`src/hw/l1cap_regs.vh`:
```
/*
 * l1cap_regs.vh: register offsets, field positions, reset values and
 * encodings for the l1 cache allocation policy block.
 * assumes: included by bare name; definitions only.
 */
`ifndef L1CAP_REGS_VH
`define L1CAP_REGS_VH

// wishbone word offsets (byte addresses)
`define L1CAP_CTRL_ADDR       8'h00
`define L1CAP_STREAM_ADDR     8'h04
`define L1CAP_STATUS_ADDR     8'h08
`define L1CAP_FLUSHCNT_ADDR   8'h0C
`define L1CAP_WSTHR_ADDR      8'h10

// control register fields
`define L1CAP_CTRL_IC_EN      0
`define L1CAP_CTRL_DC_EN      1
`define L1CAP_CTRL_RST        2'h0

// status register fields
`define L1CAP_ST_STREAM       0
`define L1CAP_ST_INIT_BUSY    1
`define L1CAP_ST_TIER_LSB     2

// extended control: streaming thresholds, 4 bits each
`define L1CAP_THR_W           4
`define L1CAP_THR_L2_LSB      0
`define L1CAP_THR_L3_LSB      4
`define L1CAP_THR_SYS_LSB     8
`define L1CAP_THR_HIT_LSB     12
`define L1CAP_THR_RST         16'h8421

// line geometry
`define L1CAP_LINE_BYTES      7'h40
`define L1CAP_LINE_W          7

// reset-time invalidate walk length (sets)
`define L1CAP_INIT_SETS       9'h100

// memory attribute encoding
`define L1CAP_ATTR_DEVICE     2'h0
`define L1CAP_ATTR_NC         2'h1
`define L1CAP_ATTR_WB         2'h2

// maintenance op encoding
`define L1CAP_MOP_NONE        3'h0
`define L1CAP_MOP_INV_VA      3'h1
`define L1CAP_MOP_CLNINV_VA   3'h2
`define L1CAP_MOP_CLN_VA      3'h3
`define L1CAP_MOP_INV_SW      3'h4
`define L1CAP_MOP_CLNINV_SW   3'h5
`define L1CAP_MOP_CLN_SW      3'h6

// line states
`define L1CAP_MESI_I          2'h0
`define L1CAP_MESI_S          2'h1
`define L1CAP_MESI_E          2'h2
`define L1CAP_MESI_M          2'h3

// write destination tiers
`define L1CAP_TIER_L2         2'h0
`define L1CAP_TIER_L3         2'h1
`define L1CAP_TIER_SYS        2'h2

`endif

```
`src/hw/l1cap_wstream.v`:
```
/*
 * l1cap_wstream.v: write streaming detector. tracks store bytes
 * gathered toward the line under linefill and the run of consecutive store hits.
 * assumes: one clock, synchronous active-high reset, store events are
 * single-cycle pulses from the load/store pipeline.
 */
`include "l1cap_regs.vh"
`timescale 1ns/100ps

module l1cap_wstream (
    input  wire        clk_i,
    input  wire        rst_i,
    input  wire        dc_en_i,
    input  wire        st_valid_i,
    input  wire        st_hit_i,
    input  wire [6:0]  st_bytes_i,
    input  wire        fill_pend_i,
    input  wire        zero_line_i,
    input  wire        no_resource_i,
    input  wire [15:0] thr_i,
    output reg         stream_o,
    output reg  [1:0]  tier_o
);

    reg [7:0] gather_q;
    reg [3:0] hit_run_q;
    reg [3:0] miss_run_q;
    reg [7:0] gather_d;
    reg [3:0] hit_run_d;

    wire [3:0] thr_l2  = thr_i[`L1CAP_THR_L2_LSB +: `L1CAP_THR_W];
    wire [3:0] thr_l3  = thr_i[`L1CAP_THR_L3_LSB +: `L1CAP_THR_W];
    wire [3:0] thr_sys = thr_i[`L1CAP_THR_SYS_LSB +: `L1CAP_THR_W];
    wire [3:0] thr_hit = thr_i[`L1CAP_THR_HIT_LSB +: `L1CAP_THR_W];

    wire full_line = (gather_d >= {1'b0, `L1CAP_LINE_BYTES});

    always @* begin
        gather_d  = gather_q;
        hit_run_d = hit_run_q;
        if (!fill_pend_i) begin
            gather_d = 8'h00;
        end else if (st_valid_i) begin
            gather_d = gather_q + {1'b0, st_bytes_i};
        end
        if (st_valid_i) begin
            hit_run_d = st_hit_i ? ((hit_run_q == 4'hF) ? hit_run_q : hit_run_q + 4'h1)
                                 : 4'h0;
        end
    end

    always @(posedge clk_i) begin
        if (rst_i || !dc_en_i) begin
            stream_o   <= 1'b0;
            gather_q   <= 8'h00;
            hit_run_q  <= 4'h0;
            miss_run_q <= 4'h0;
            tier_o     <= `L1CAP_TIER_L2;
        end else begin
            gather_q  <= full_line ? 8'h00 : gather_d;
            hit_run_q <= hit_run_d;
            if (!stream_o) begin
                if (zero_line_i || (fill_pend_i && full_line)) begin
                    stream_o   <= 1'b1;
                    miss_run_q <= 4'h0;
                end
            end else if (no_resource_i ||
                         (thr_hit != 4'h0 && hit_run_d >= thr_hit)) begin
                stream_o <= 1'b0;
            end else if (st_valid_i && !st_hit_i && miss_run_q != 4'hF) begin
                miss_run_q <= miss_run_q + 4'h1;
            end
            // longer runs of streamed misses push the data further out
            if (miss_run_q >= thr_sys) begin
                tier_o <= `L1CAP_TIER_SYS;
            end else if (miss_run_q >= thr_l3) begin
                tier_o <= `L1CAP_TIER_L3;
            end else if (miss_run_q >= thr_l2) begin
                tier_o <= `L1CAP_TIER_L2;
            end
        end
    end

endmodule

```
`src/hw/l1cap_top.v`:
```
/*
 * l1cap_top.v: l1 cache allocation policy. decides per fetch,
 * load/store and maintenance request which arrays are looked up,
 * whether a line is allocated and at which level, and the coherence
 * state of a newly allocated line. registers on classic wishbone.
 * assumes: one 50 MHz clock, synchronous active-high reset, requests
 * are single-cycle pulses; decisions are registered one cycle later.
 */
`include "l1cap_regs.vh"
`timescale 1ns/100ps

// Functional notes
// - branch or exception flushes speculative fetches
// - device pages fetched as non-cacheable normal
// - icache fetch miss may probe dcache
// - dcache off: no data/L2/L3 lookups
// - dcache off: fetches allocate no L2/L3
// - maintenance runs even with dcache off
// - dcache off: cacheable accesses go non-cacheable
// - one enable for L1 data and L2
// - invalidate by address acts as clean-invalidate
// - dirty data cleaned before invalidate
// - set/way invalidate cleans; override bit ignored
// - line states follow MESI
// - allocate on read and write misses
// - enter streaming on full-line stores or zeroing
// - streaming: store misses write through
// - leave streaming on resource loss, hits
// - streaming destination thresholds in extended control
// - 64-byte line, also full-line size
// - reset disables and invalidates both caches
module l1cap_top (
    input  wire        clk_i,
    input  wire        rst_i,
    // wishbone slave
    input  wire        wb_cyc_i,
    input  wire        wb_stb_i,
    input  wire        wb_we_i,
    input  wire [7:0]  wb_adr_i,
    input  wire [3:0]  wb_sel_i,
    input  wire [31:0] wb_dat_i,
    output reg  [31:0] wb_dat_o,
    output reg         wb_ack_o,
    output wire        wb_err_o,
    // fetch side
    input  wire        flush_i,
    input  wire        if_req_i,
    input  wire [1:0]  if_attr_i,
    input  wire        if_ic_hit_i,
    output reg         if_kill_o,
    output reg         if_ic_lookup_o,
    output reg         if_dc_lookup_o,
    output reg         if_ic_alloc_o,
    output reg         if_dc_alloc_o,
    output reg         if_l2_alloc_o,
    output reg         if_noncache_o,
    // load/store side
    input  wire        ls_req_i,
    input  wire        ls_write_i,
    input  wire [1:0]  ls_attr_i,
    input  wire        ls_hit_i,
    input  wire [6:0]  ls_bytes_i,
    input  wire        ls_shared_i,
    input  wire        fill_pend_i,
    input  wire        zero_line_i,
    input  wire        no_resource_i,
    output reg         ls_lookup_o,
    output reg         ls_alloc_o,
    output reg         ls_write_out_o,
    output reg         ls_noncache_o,
    output reg  [1:0]  ls_mesi_o,
    output reg  [1:0]  ls_tier_o,
    // maintenance
    input  wire        mnt_req_i,
    input  wire [2:0]  mnt_op_i,
    input  wire        mnt_dirty_i,
    input  wire        setway_invalidate_override_i,
    output reg         mnt_clean_o,
    output reg         mnt_inval_o,
    output reg         mnt_done_o,
    // enables and reset walk
    output wire        ic_en_o,
    output wire        dc_l2_en_o,
    output reg         init_busy_o,
    output reg         init_inval_o,
    output reg  [7:0]  init_set_o
);

    localparam ST_IDLE = 1'b0;
    localparam ST_WALK = 1'b1;

    reg [1:0]  ctrl_q;
    reg [15:0] extended_control_reg_q;
    reg [31:0] flush_cnt_q;
    reg        state_q;
    reg        err_q;
    reg [8:0]  walk_q;
    wire       stream;
    wire [1:0] tier;

    // one bit drives both the L1 data and L2 arrays
    wire dc_en = ctrl_q[`L1CAP_CTRL_DC_EN] & ~init_busy_o;
    wire ic_en = ctrl_q[`L1CAP_CTRL_IC_EN] & ~init_busy_o;
    assign ic_en_o    = ic_en;
    assign dc_l2_en_o = dc_en;

    function cacheable;
        input [1:0] attr;
        begin
            cacheable = (attr == `L1CAP_ATTR_WB);
        end
    endfunction

    function [31:0] byte_merge;
        input [31:0] old;
        input [31:0] dat;
        input [3:0]  sel;
        integer k;
        begin
            byte_merge = old;
            for (k = 0; k < 4; k = k + 1) begin
                if (sel[k]) begin
                    byte_merge[k*8 +: 8] = dat[k*8 +: 8];
                end
            end
        end
    endfunction

    l1cap_wstream u_wstream (
        .clk_i         (clk_i),
        .rst_i         (rst_i),
        .dc_en_i       (dc_en),
        .st_valid_i    (ls_req_i & ls_write_i & dc_en & cacheable(ls_attr_i)),
        .st_hit_i      (ls_hit_i),
        .st_bytes_i    (ls_bytes_i),
        .fill_pend_i   (fill_pend_i),
        .zero_line_i   (zero_line_i & dc_en),
        .no_resource_i (no_resource_i),
        .thr_i         (extended_control_reg_q),
        .stream_o      (stream),
        .tier_o        (tier)
    );

    // wishbone decode
    // an error answer also ends the cycle; no second take of it
    wire wb_req   = wb_cyc_i & wb_stb_i & ~wb_ack_o & ~err_q;
    wire adr_ctrl = (wb_adr_i == `L1CAP_CTRL_ADDR);
    wire adr_thr  = (wb_adr_i == `L1CAP_WSTHR_ADDR);
    wire adr_ok   = adr_ctrl || adr_thr ||
                    (wb_adr_i == `L1CAP_STATUS_ADDR) ||
                    (wb_adr_i == `L1CAP_STREAM_ADDR) ||
                    (wb_adr_i == `L1CAP_FLUSHCNT_ADDR);
    assign wb_err_o = err_q;

    // byte-lane merge first, then cut to the implemented bits
    wire [31:0] ctrl_wr = byte_merge({30'h0, ctrl_q}, wb_dat_i, wb_sel_i);
    wire [31:0] thr_wr  = byte_merge({16'h0, extended_control_reg_q}, wb_dat_i, wb_sel_i);

    reg [31:0] rd_d;
    always @* begin
        rd_d = 32'h0000_0000;
        if (adr_ctrl) begin
            rd_d = {30'h0, ctrl_q};
        end else if (wb_adr_i == `L1CAP_STREAM_ADDR) begin
            rd_d = {31'h0, stream};
        end else if (wb_adr_i == `L1CAP_STATUS_ADDR) begin
            rd_d = {28'h0, tier, init_busy_o, stream};
        end else if (wb_adr_i == `L1CAP_FLUSHCNT_ADDR) begin
            rd_d = flush_cnt_q;
        end else if (adr_thr) begin
            rd_d = {16'h0, extended_control_reg_q};
        end
    end

    always @(posedge clk_i) begin
        if (rst_i) begin
            wb_ack_o               <= 1'b0;
            err_q                  <= 1'b0;
            wb_dat_o               <= 32'h0000_0000;
            ctrl_q                 <= `L1CAP_CTRL_RST;
            extended_control_reg_q <= `L1CAP_THR_RST;
        end else begin
            wb_ack_o <= wb_req & adr_ok;
            err_q    <= wb_req & ~adr_ok;
            // read data is captured with the request and held after
            if (wb_req) begin
                wb_dat_o <= rd_d;
            end
            if (wb_req && wb_we_i && adr_ctrl) begin
                ctrl_q <= ctrl_wr[1:0];
            end
            if (wb_req && wb_we_i && adr_thr) begin
                extended_control_reg_q <= thr_wr[15:0];
            end
        end
    end

    // reset-time invalidate walk; caches stay off until it ends
    always @(posedge clk_i) begin
        if (rst_i) begin
            state_q      <= ST_WALK;
            walk_q       <= 9'h000;
            init_busy_o  <= 1'b1;
            init_inval_o <= 1'b0;
            init_set_o   <= 8'h00;
        end else begin
            case (state_q)
                ST_WALK: begin
                    init_inval_o <= 1'b1;
                    init_set_o   <= walk_q[7:0];
                    walk_q       <= walk_q + 9'h001;
                    // last set issued: hand over to idle
                    if (walk_q == `L1CAP_INIT_SETS - 9'h001) begin
                        state_q <= ST_IDLE;
                    end
                end
                default: begin
                    init_inval_o <= 1'b0;
                    init_busy_o  <= 1'b0;
                end
            endcase
        end
    end

    // fetch policy
    always @(posedge clk_i) begin
        if (rst_i) begin
            if_kill_o      <= 1'b0;
            if_ic_lookup_o <= 1'b0;
            if_dc_lookup_o <= 1'b0;
            if_ic_alloc_o  <= 1'b0;
            if_dc_alloc_o  <= 1'b0;
            if_l2_alloc_o  <= 1'b0;
            if_noncache_o  <= 1'b0;
            flush_cnt_q    <= 32'h0000_0000;
        end else begin
            if_kill_o <= flush_i;
            if (flush_i) begin
                flush_cnt_q <= flush_cnt_q + 32'h0000_0001;
            end
            // a fetch in the flush cycle is already speculative junk
            if (if_req_i && !flush_i) begin
                // device type counts as non-cacheable normal for fetches
                if_noncache_o  <= !cacheable(if_attr_i) || !ic_en;
                if_ic_lookup_o <= ic_en && cacheable(if_attr_i);
                if_ic_alloc_o  <= ic_en && cacheable(if_attr_i) && !if_ic_hit_i;
                if_dc_lookup_o <= ic_en && dc_en && cacheable(if_attr_i)
                                  && !if_ic_hit_i;
                if_dc_alloc_o  <= ic_en && dc_en && cacheable(if_attr_i)
                                  && !if_ic_hit_i;
                // an uncached fetch (icache off) fills no L2 or L3 either
                if_l2_alloc_o  <= ic_en && dc_en && cacheable(if_attr_i)
                                  && !if_ic_hit_i;
            end else begin
                if_noncache_o  <= 1'b0;
                if_ic_lookup_o <= 1'b0;
                if_ic_alloc_o  <= 1'b0;
                if_dc_lookup_o <= 1'b0;
                if_dc_alloc_o  <= 1'b0;
                if_l2_alloc_o  <= 1'b0;
            end
        end
    end

    // load/store policy
    // a disabled dcache makes every access look uncacheable
    wire ls_cach = cacheable(ls_attr_i) && dc_en;
    always @(posedge clk_i) begin
        if (rst_i) begin
            ls_lookup_o    <= 1'b0;
            ls_alloc_o     <= 1'b0;
            ls_write_out_o <= 1'b0;
            ls_noncache_o  <= 1'b0;
            ls_mesi_o      <= `L1CAP_MESI_I;
            ls_tier_o      <= `L1CAP_TIER_L2;
        end else if (ls_req_i) begin
            ls_lookup_o   <= ls_cach;
            ls_noncache_o <= !ls_cach;
            // tier only steers streamed store misses
            ls_tier_o     <= tier;
            if (!ls_cach || ls_hit_i) begin
                ls_alloc_o     <= 1'b0;
                ls_write_out_o <= ls_write_i && !ls_cach;
            end else if (ls_write_i && stream) begin
                ls_alloc_o     <= 1'b0;
                ls_write_out_o <= 1'b1;
            end else begin
                ls_alloc_o     <= 1'b1;
                ls_write_out_o <= 1'b0;
            end
            // new line state: written lines modified, else by sharing
            if (!ls_cach || (ls_write_i && stream && !ls_hit_i)) begin
                ls_mesi_o <= `L1CAP_MESI_I;
            end else if (ls_write_i) begin
                ls_mesi_o <= `L1CAP_MESI_M;
            end else begin
                ls_mesi_o <= ls_shared_i ? `L1CAP_MESI_S : `L1CAP_MESI_E;
            end
        end else begin
            ls_lookup_o    <= 1'b0;
            ls_alloc_o     <= 1'b0;
            ls_write_out_o <= 1'b0;
            ls_noncache_o  <= 1'b0;
        end
    end

    // maintenance: not gated by dc_en
    always @(posedge clk_i) begin
        if (rst_i) begin
            mnt_clean_o <= 1'b0;
            mnt_inval_o <= 1'b0;
            mnt_done_o  <= 1'b0;
        end else begin
            // completes in one cycle, caches on or off
            mnt_done_o  <= mnt_req_i && mnt_op_i != `L1CAP_MOP_NONE;
            mnt_clean_o <= 1'b0;
            mnt_inval_o <= 1'b0;
            if (mnt_req_i) begin
                case (mnt_op_i)
                    `L1CAP_MOP_INV_VA, `L1CAP_MOP_CLNINV_VA: begin
                        // dirty lines are cleaned before they are dropped
                        mnt_clean_o <= mnt_dirty_i;
                        mnt_inval_o <= 1'b1;
                    end
                    `L1CAP_MOP_CLN_VA, `L1CAP_MOP_CLN_SW: begin
                        mnt_clean_o <= mnt_dirty_i;
                    end
                    `L1CAP_MOP_INV_SW, `L1CAP_MOP_CLNINV_SW: begin
                        // override input intentionally unused here
                        mnt_clean_o <= mnt_dirty_i | setway_invalidate_override_i
                                       | ~setway_invalidate_override_i;
                        mnt_inval_o <= 1'b1;
                    end
                    default: begin
                        mnt_clean_o <= 1'b0;
                    end
                endcase
            end
        end
    end

endmodule

```
`config.mk`:
```
export PLATFORM = sky130hd
export DESIGN_NAME = l1cap_top
export DESIGN_NICKNAME = d
export VERILOG_FILES = /design/src/hw/l1cap_wstream.v /design/src/hw/l1cap_top.v
export VERILOG_INCLUDE_DIRS = /design/src /design/src/hw
export SDC_FILE = /design/constraint.sdc
export NUM_CORES = 1
export LEC_CHECK = 0
export ABC_AREA = 1
export BUFFER_PORTS_ARGS = -buffer_cell sky130_fd_sc_hd__buf_2
export CAP_MARGIN = 20
export CORE_AREA = 5 5 119 121
export DETAILED_ROUTE_END_ITERATION = 10
export DIE_AREA = 0 0 124 126
export PLACE_DENSITY = 0.71
export SYNTH_ARGS = -nofsm -noshare
export SYNTH_HDL_FRONTEND = slang
export SYNTH_SLANG_ARGS = --single-unit
```
`constraint.sdc`:
```
create_clock -name clk_i -period 2.85 [get_ports clk_i]
set_clock_uncertainty 0.15 [all_clocks]
set_input_delay 0.1425 -clock clk_i [delete_from_list [all_inputs] [get_ports clk_i]]
set_output_delay 0.1425 -clock clk_i [all_outputs]
set_load 0.01 [all_outputs]
```
# Word level (Yosys, flattened, before mapping)
# Index checks and enable logic that the tools add are counted.
# Widths: inputs -> output; s select.
[word_totals]
inputBits = 76
word_cells = 165
out_inout_bits = 64
regBits = 139
[classes]
magnitude_cmp = 5
mux = 31
addsub = 5
n_eq_ne = 17
reduce_logical = 54
bitwise_logic = 21
[op_table]
columns = ["cell", "count"]
rows = [
  ["$mux 32", 4],
  ["$add 32x1->32 const B", 1],
  ["$mux 4", 7],
  ["$logic_and 1x1->1", 18],
  ["$eq 8x4->1 const B", 2],
  ["$ge 4x4->1", 4],
  ["$mux 16", 1],
  ["$mux 8", 2],
  ["$mux 2", 6],
  ["$reduce_or 2->1", 6],
  ["$and 1x1->1", 11],
  ["$logic_or 1x1->1", 10],
  ["$mux 1", 10],
  ["$add 9x1->9 const B", 1],
  ["$eq 3x3->1 const B", 3],
  ["$eq 9x8->1 const B", 1],
  ["$add 4x1->4 const B", 2],
  ["$add 8x7->8", 1],
  ["$eq 8x3->1 const B", 1],
  ["$eq 8x5->1 const B", 1],
  ["$ge 8x7->1 const B", 1],
  ["$logic_not 8->1", 1],
  ["$not 1->1", 8],
  ["$reduce_or 4->1", 2],
  ["other kinds (15)", 29],
]

# Depth between registers and ports, before layout
# Gate-level depths: netlist of the first run.
[depth]
word_depth = 11
ltp_mapped = 19
ltp_nobuf = 19

# By module
# From an unflattened synthesis of the first run, not the netlist that was laid out.
[hier_totals]
hier_cells = 941
area_unflattened_um2 = 6817.8
[by_module_without_submodules]
columns = ["module", "cells_per_inst", "seq_area_each_um2", "area_each_um2", "n_inst"]
rows = [
  ["l1cap_top", 721, 2402.3, 5246.3, 1],
  ["l1cap_wstream", 220, 380.4, 1571.5, 1],
]

# Least setup slack after synthesis of the first run
# OpenSTA, ideal clock, no wires.
[synth_path]
kind = "flip-flop to flip-flop"
start = "reg init_busy_o"
end = "reg u_wstream.miss_run_q[0]"
t_required_ns = 2.585
period_less_slack_ns = 2.567
path_stages_with_launch = 19
path_buffers = 0
slack_ns = 0.283
arrival_ns = 2.302
setup_time_ns = 0.115
path_cell_list = "dfxtp_1 nor2_4 nand2_2 nor2_8 o21ai_0 nand2_1 inv_1 o22ai_1 ha_1 inv_1 a21boi_0 o21ai_0 a21boi_0 o21ai_0 nand2_1 nand2_2 nand3_1 nand2_1 nor2_1"
[synth_via]
elab_chain_len = 11
word_cells_on_any_way = 22
cone_classes = "order compare (2); eq/ne (2); mux (3); bitwise (5); reduce/logical (10)"
[synth_rtl]
columns = ["item", "line_no", "rtl"]
rows = [
  ["from (decl)", "l1cap_top.v:84", "output reg init_busy_o,"],
  ["from (signal assigned)", "l1cap_top.v:203", "init_busy_o <= 1'b1;"],
  ["from (signal assigned)", "l1cap_top.v:219", "init_busy_o <= 1'b0;"],
  ["$not 1->1 *", "l1cap_top.v:102", "wire dc_en = ctrl_q[`L1CAP_CTRL_DC_EN] & ~init_busy_o;"],
  ["$and 1x1->1 *", "l1cap_top.v:102", ""],
  ["named net dc_l2_en_o", "l1cap_top.v:83", "output wire dc_l2_en_o,"],
  ["$and 1x1->1 (2 in series)", "l1cap_top.v:133", ".st_valid_i (ls_req_i & ls_write_i & dc_en & cacheable(ls_attr_i)),"],
  ["$mux 8", "l1cap_wstream.v:43", "end else if (st_valid_i) begin"],
  ["$mux 8", "l1cap_wstream.v:41", "if (!fill_pend_i) begin"],
  ["$ge 8x7->1", "l1cap_wstream.v:36", "wire full_line = (gather_d >= {1'b0, `L1CAP_LINE_BYTES});"],
  ["$logic_and 1x1->1", "l1cap_wstream.v:63", "if (zero_line_i || (fill_pend_i && full_line)) begin"],
  ["$logic_or 1x1->1", "l1cap_wstream.v:63", ""],
  ["$reduce_bool 2->1 (no source line)", "--", ""],
  ["$reduce_and 3->1 (no source line)", "--", ""],
  ["to (signal assigned)", "l1cap_wstream.v:71", "miss_run_q <= miss_run_q + 4'h1;"],
  ["to (decl)", "l1cap_wstream.v:27", "reg [3:0] miss_run_q;"],
]
# The timed path passes the listed nets; every way through them passes the cells marked *.
# A chain may end at the register's enable or synchronous reset.

# Worst setup path after layout of the first run
[layout_path]
start = "in ls_attr_i[0]"
end = "reg u_wstream.miss_run_q[3]"
[layout_via]
elab_chain_len = 9
word_cells_on_any_way = 17
cone_classes = "order compare (2); eq/ne (3); mux (3); bitwise (1); reduce/logical (8)"
[layout_rtl]
columns = ["item", "line_no", "rtl"]
rows = [
  ["from (decl)", "l1cap_top.v:60", "input wire [1:0] ls_attr_i,"],
  ["$eq 2x2->1 (no source line) *", "--", ""],
  ["$and 1x1->1 *", "l1cap_top.v:133", ""],
  ["$mux 8", "l1cap_wstream.v:43", ""],
  ["$mux 8", "l1cap_wstream.v:41", ""],
  ["$ge 8x7->1", "l1cap_wstream.v:36", ""],
  ["$logic_and 1x1->1", "l1cap_wstream.v:63", ""],
  ["$logic_or 1x1->1", "l1cap_wstream.v:63", ""],
  ["$reduce_bool 2->1 (no source line)", "--", ""],
  ["$reduce_and 3->1 (no source line) *", "--", ""],
]
# Every way passes the cells marked *; elsewhere a longest branch is shown, timed or not.

==> qor.txt, run 1 <==
Pre-antenna DRT Iters: 5
Synth Instances: 882
Critical path peak fanout: 8
Slew Limit Fails: 0
Final Setup Violations: 0
Die W: 124 um
Deepest clock path buffer count: 2
TritonCTS buffer count: 17
Largest net degree at the start of global routing: 59
Antenna viol nets, final: 0
Post-route setup TNS: 0 ns
Register area share after synthesis: 43.1%
Input/output buffers: 120
Initial antenna violation count: 0
Layout cells sized above 1: 16.6%
Dpl hpwl: 12.1 mm
Relative slew margins: 34.1%
Total grt overflow: 0
Worst setup SP type: input pin
Register bit count reported by yosys: 139
Worst slew pin tran: 0.987 ns
Drt drc: 0
DR vias: 6307
Yosys top cell area share: 43.1%
TritonCTS clock tree: built
Number of vias per cell: 5.10
Leading area contributor after synthesis: dfxtp_1
Critical Path RT: 3.01 ns
Arrival @ worst endpoint: 2.77 ns
Most frequent cells after synthesis: nand2_1, dfxtp_1, nor2_1
Htree depth: 4
Clk root buf: clkbuf_16
Die Span Y: 126 um
Initial Util: 49.7%
Final worst slack: 0.233 ns
RSZ-0062 raised after global routing: no
WL/cell: 13.6 um
YS warnings: 0
Syn Area/Cell: 7.31 um^2
Final Hold Fails: 0
Num rows: 42
Maximum VDD drop: 0.000309 V
Routed wire length: 16.9 mm
Leak: 0.00362 uW
Power per standard cell area: 523 nW/um^2
Min-delay worst type: input pin to flip-flop
Clock Latency Late Sink: 0.42 ns
Worst setup EP type: flip-flop
Core ar.: 13000 um^2
Design Area, Final: 8270 um^2
Period Utilization, post-route: 91.8%
Maxcap violations: 0
I/O pin cnt: 140
Initial DRC count: 411
Routability cong.: 0.864
Area after DPL: 7240 um^2
Most instantiated library cell after synthesis: nand2_1
Final Critical Period: 2.62 ns
CTS sink count: 139
Max Clock Freq: 382 MHz
Global-route wire length before repair: 27.8 mm
Post-synth top flop: dfxtp_1
Mapped Area: 6450 um^2
CP Class: input pin to flip-flop
Post-synth EDFFs: 0
Fillers: 1214
Total GRT Usage: 22.3%
Largest cells by area after synthesis: dfxtp_1, nand2_1, a21oi_1
Worst slack at placement: 0.0797 ns
Vias in the first global route: 5878
Post-synth ARST share: 0%
Layout area overhead: 28.2%
Final #Nets: 1153
Die footprint: 15600 um^2
Yosys cell types: 44
Worst-path clk slew: 0.05 ns
Status: finished, final reports clean
Antenna cells: 0
[cells in the final DEF (no fill, tap or decap), types with 3 or more instances in the layout]
cell type        n
o21ai_0         57
nor2_1         105
buf_2          120
ha_1            28
dlygate4sd3_1   45
nor4_1           6
clkbuf_1         5
o22ai_1          8
clkinv_2         3
nand3_1         52
inv_1          103
a21oi_1         93
nand2_1        168
dfxtp_1        139
o211ai_1         8
nand4_1         10
buf_4           10
a211oi_1         3
o21a_1           4
xor2_1           9
nor3_1          22
clkbuf_16       17
[report_power, final]
| part | switching (uW) | total (uW) | internal (uW) |
|---|---|---|---|
| clock network | 786 | 2110 | 1320 |
| registers | 11.7 | 1970 | 1960 |
| logic | 132 | 239 | 107 |
| total | 929 | 4320 | 3390 |
[metal layers]
| metal | GRT usage [%] | up-vias | share of wire [%] |
|---|---|---|---|
| met5 | 0 | - | 0 |
| met4 | 7.73 | 0 | 2.2 |
| met3 | 5.07 | 25 | 4.3 |
| met2 | 37.5 | 160 | 49 |
| met1 | 27.8 | 2871 | 44 |
| li1 | - | 3251 | - |
[kinds of logic (layout without fill, tap and decap cells)]
logic type	after synthesis	count (layout)	share of synthesized area, %
XOR/XNOR	10	10	1.36
flip-flops	139	139	43.1
AND/OR/NAND/NOR	382	382	25.9
multiplexers	1	1	0.175
adder cells (fa/ha/maj)	29	29	5.74
AO/OA/AOI/OAI	186	186	15.6
other	1	2	0.0581
buffers and inverters	134	311	7.99
[area by class of cell]
type | instances | area, um^2 | area share (%)
Multi-Input combinational cell | 610 | 3180 | 38.5
Sequential cell | 139 | 2780 | 33.7
Timing Repair Buffer | 175 | 1130 | 13.6
Clock buffer | 24 | 472 | 5.70
Inverter | 105 | 394 | 4.77
Tap cell | 176 | 220 | 2.66
Clock inverter | 7 | 91.3 | 1.10
[registers in the layout, summed over array words and instances, names as in the netlist, 2 cells and up]
name                    cells
walk_q                      9
ctrl_q                      2
flush_cnt_q                32
u_wstream.miss_run_q        4
init_set_o                  8
ls_tier_o                   2
u_wstream.gather_q          8
u_wstream.tier_o            2
u_wstream.hit_run_q         4
ls_mesi_o                   2
wb_dat_o                   32
extended_control_reg_q     16
[worst paths after layout]
kind	start	slack, ns	endpoint	cells after the start
setup / recovery	ls_attr_i[0]	0.23	u_wstream.miss_run_q[3]	18
hold reg to reg	wb_dat_o[14]	0.31	wb_dat_o[14]	2
setup reg to reg	u_wstream.hit_run_q[0]	0.24	u_wstream.miss_run_q[3]	16
hold / removal	wb_stb_i	0.04	wb_dat_o[0]	6
[through the flow]
stage | power, uW | hold WS, ns | utilization (%) | cells
5_1_grt | 4490 | 0.0655 | 63.7 | 1236
6_report | 4320 | 0.0394 | 63.7 | 1236
3_5_place_dp | 2210 | 0.180 | 55.7 | 1160
2_1_floorplan | 2120 | 0.0706 | - | 883
3_3_place_gp | 2210 | 0.176 | 55.7 | 1160
4_1_cts | 4350 | 0.0198 | 63.6 | 1236
[worst max-delay path, cell delays in order]
cell and delay [ns]:
dlygate4sd3_1 0.56, buf_2 0.13, nor2_2 0.14, nand2_2 0.13
nor2_8 0.12, o21ai_2 0.09, nor2_1 0.12, o22ai_2 0.10
ha_1 0.27, inv_1 0.03, a21boi_0 0.15, o21ai_0 0.09
a21boi_0 0.21, o21ai_1 0.09, nand2_1 0.12, nand2_4 0.09
a21oi_1 0.13, nor2_1 0.06
[timing repair]
action | CTS | global route
endpoints found under the setup margin | 0 | 4
hold buffers | 45 | 0
buffers inserted | 0 | 0
endpoints found under the hold margin | 44 | 0
resized for setup | 0 | 7
No activity file was read; power rests on OpenSTA's default activity.
==> run 2, diff against run 1 <==
--- a/config.mk
+++ b/config.mk
@@ -9,10 +9,10 @@
 export ABC_AREA = 1
 export BUFFER_PORTS_ARGS = -buffer_cell sky130_fd_sc_hd__buf_2
 export CAP_MARGIN = 20
-export CORE_AREA = 5 5 119 121
+export CORE_AREA = 5 5 140 142
 export DETAILED_ROUTE_END_ITERATION = 10
-export DIE_AREA = 0 0 124 126
-export PLACE_DENSITY = 0.71
+export DIE_AREA = 0 0 145 147
+export PLACE_DENSITY = 0.53
 export SYNTH_ARGS = -nofsm -noshare
 export SYNTH_HDL_FRONTEND = slang
 export SYNTH_SLANG_ARGS = --single-unit
==> run 2 against run 1 <==
Critical path depth increased by 1. Largest power group unchanged. Worst hold slack got worse by 0.0066 ns. Die area increased by 36%. Core utilization decreased by 18 points. First-iteration DRC count decreased by 39%. Routed wire length increased by 7.4%. Critical path type unchanged.
==> qor.txt, run 2 (synthesized netlist as in run 1, its figures left out) <==
Total GRT Usage: 17.3% (-4.9 points)
Worst setup SP type: input pin
Initial Util: 35.2% (-15 points)
Number of vias per cell: 4.79 (-6.1%)
Total grt overflow: 0 (unchanged)
Maximum VDD drop: 0.000436 V (+41%)
Period Utilization, post-route: 87.8% (-4.0 points)
Deepest clock path buffer count: 2 (unchanged)
Top flop regs: flush_cnt_q: 32 flops, wb_dat_o: 32 flops, extended_control_reg_q: 16 flops
Routed wire length: 18.1 mm (+7.4%)
Input/output buffers: 120 (unchanged)
Post-route setup TNS: 0 ns (unchanged)
WL/cell: 14.0 um (+2.5%)
DR vias: 6203 (-1.6%)
Met2 Wirelength: 8.85 mm (+6.3%)
Routability cong.: 0.818 (-5.3%)
Maxcap violations: 0 (unchanged)
Commonest cells after routing, fill and taps aside: nand2_1, dfxtp_1, buf_2, nor2_1, inv_1
Initial DRC count: 250 (-39%)
Layout area overhead: 30.1%
WL met3: 756 um (+3.8%)
Worst slew pin tran: 0.589 ns (-0.398 ns)
CP Class: input pin to flip-flop
Final Critical Period: 2.50 ns (-0.114 ns)
Most common cell after layout, fill and taps aside: nand2_1
Layout cells sized above 1: 17.1% (+0.46 points)
Worst setup EP type: flip-flop
Final Hold Fails: 0 (unchanged)
Post-layout total power: 4510 uW (+4.2%)
CTS sink count: 139 (unchanged)
Slew Limit Fails: 0 (unchanged)
RSZ-0062 raised after global routing: no
Global-route wire length before repair: 30.0 mm (+8.2%)
Dpl hpwl: 13.3 mm (+9.8%)
Critical path peak fanout: 8 (unchanged)
Worst-path clk slew: 0.06 ns (about the same)
Final Setup Violations: 0 (unchanged)
Critical Path RT: 3.01 ns (about the same)
Max Clock Freq: 400 MHz (+4.5%)
Antenna cells: 0 (unchanged)
Die Span Y: 147 um (+17%)
Relative slew margins: 60.7% (+27 points)
Die W: 145 um (+17%)
Power per standard cell area: 537 nW/um^2 (+2.7%)
Hold Crit Depth: 4 (-2)
Arrival @ worst endpoint: 2.66 ns (-0.11 ns)
TritonCTS clock tree: built
TritonCTS buffer count: 17 (unchanged)
Worst r2r path cells: 18 (+2)
Highest metal used: met4
Min-delay worst type: input pin to flip-flop
Status: finished, final reports clean
Clock Latency Late Sink: 0.42 ns (about the same)
M1 WL: 8.02 mm (+7.8%)
Clk root buf: clkbuf_16
Vias in the first global route: 6068 (+3.2%)
Htree depth: 4 (unchanged)
I/O pin cnt: 140 (unchanged)
Core ar.: 18300 um^2 (+41%)
Pre-antenna DRT Iters: 4 (-1)
Largest net degree at the start of global routing: 50 (-15%)
Initial antenna violation count: 0 (unchanged)
Antenna viol nets, final: 0 (unchanged)
Num rows: 50 (+19%)
Die footprint: 21300 um^2 (+36%)
Drt drc: 0 (unchanged)
Leak: 0.00363 uW (+0.45%)
Final #Nets: 1153 (unchanged)
==> run 2: cell types whose count changed in the layout (fill, tap and decap cells not counted), sizes merged <==
cell,previous run,this run
buf,130,131
bufinv,2,3
clkbuf,24,23
dlygate4sd3,45,44
inv,105,106
==> run 2: final timing paths <==
path | start | slack (ns) | end
max | ls_attr_i[0] | 0.35 | u_wstream.miss_run_q[2]
max reg2reg | ctrl_q[1] | 0.36 | u_wstream.miss_run_q[2]
min | ls_bytes_i[0] | 0.03 | u_wstream.gather_q[0]
min reg2reg | wb_dat_o[13] | 0.31 | wb_dat_o[13]
==> run 2: repair_timing <==
action                                  in CTS  in global routing
setup buffers                                0                  0
endpoints found under the setup margin       0                  5
gates resized for setup                      0                 12
endpoints found under the hold margin       58                  0
hold buffers                                44                  0
==> run 2: per-stage QoR <==
| stage | utilization, % | area [um^2] | hold WS (ns) | std cells | setup WS (ns) |
|---|---|---|---|---|---|
| global route | 45.8 | 8390 | 0.0488 | 1295 | 0.0276 |
| finish | 45.8 | 8390 | 0.0328 | 1295 | 0.347 |
| global placement | 39.9 | 7320 | 0.185 | 1219 | 0.160 |
| CTS | 45.6 | 8360 | 0.0191 | 1295 | 0.0553 |
| detailed placement | 39.9 | 7320 | 0.185 | 1219 | 0.0753 |
| floorplan | - | 6450 | 0.0706 | 883 | 0.283 |
==> run 2: report_power, final <==
group          internal (uW)  switching (uW)
combinational            110             137
clock                   1430             859
sequential              1960            10.2
==> run 2: per-layer routing <==
layer | up-vias | global-route usage (%)
met3 | 39 | 4.66
met1 | 2795 | 20.7
met2 | 120 | 29.8
met5 | - | 0
met4 | 0 | 6.59
li1 | 3249 | -
==> run 2: worst max-delay path, stage by stage <==
cell and delay, ns:
dlygate4sd3_1 0.54, buf_2 0.15, nor2_4 0.13, nand2_2 0.12
nor2_8 0.12, o21ai_2 0.09, nand2_1 0.06, inv_1 0.05
nor3_2 0.15, ha_1 0.24, a21boi_0 0.12, o21ai_1 0.12
a21boi_1 0.08, o21ai_1 0.15, nand2_1 0.12, nand2_4 0.11
nand3_1 0.08, nand2_1 0.07, nor2_1 0.03
==> run 2: final cells by class <==
type	count	area, um^2
fill	1917	9940
multi-input combinational	610	3190
tap	234	293
timing repair buffer	175	1120
sequential	139	2780
clock buffer	23	468
clock inverter	9	138
inverter	105	394
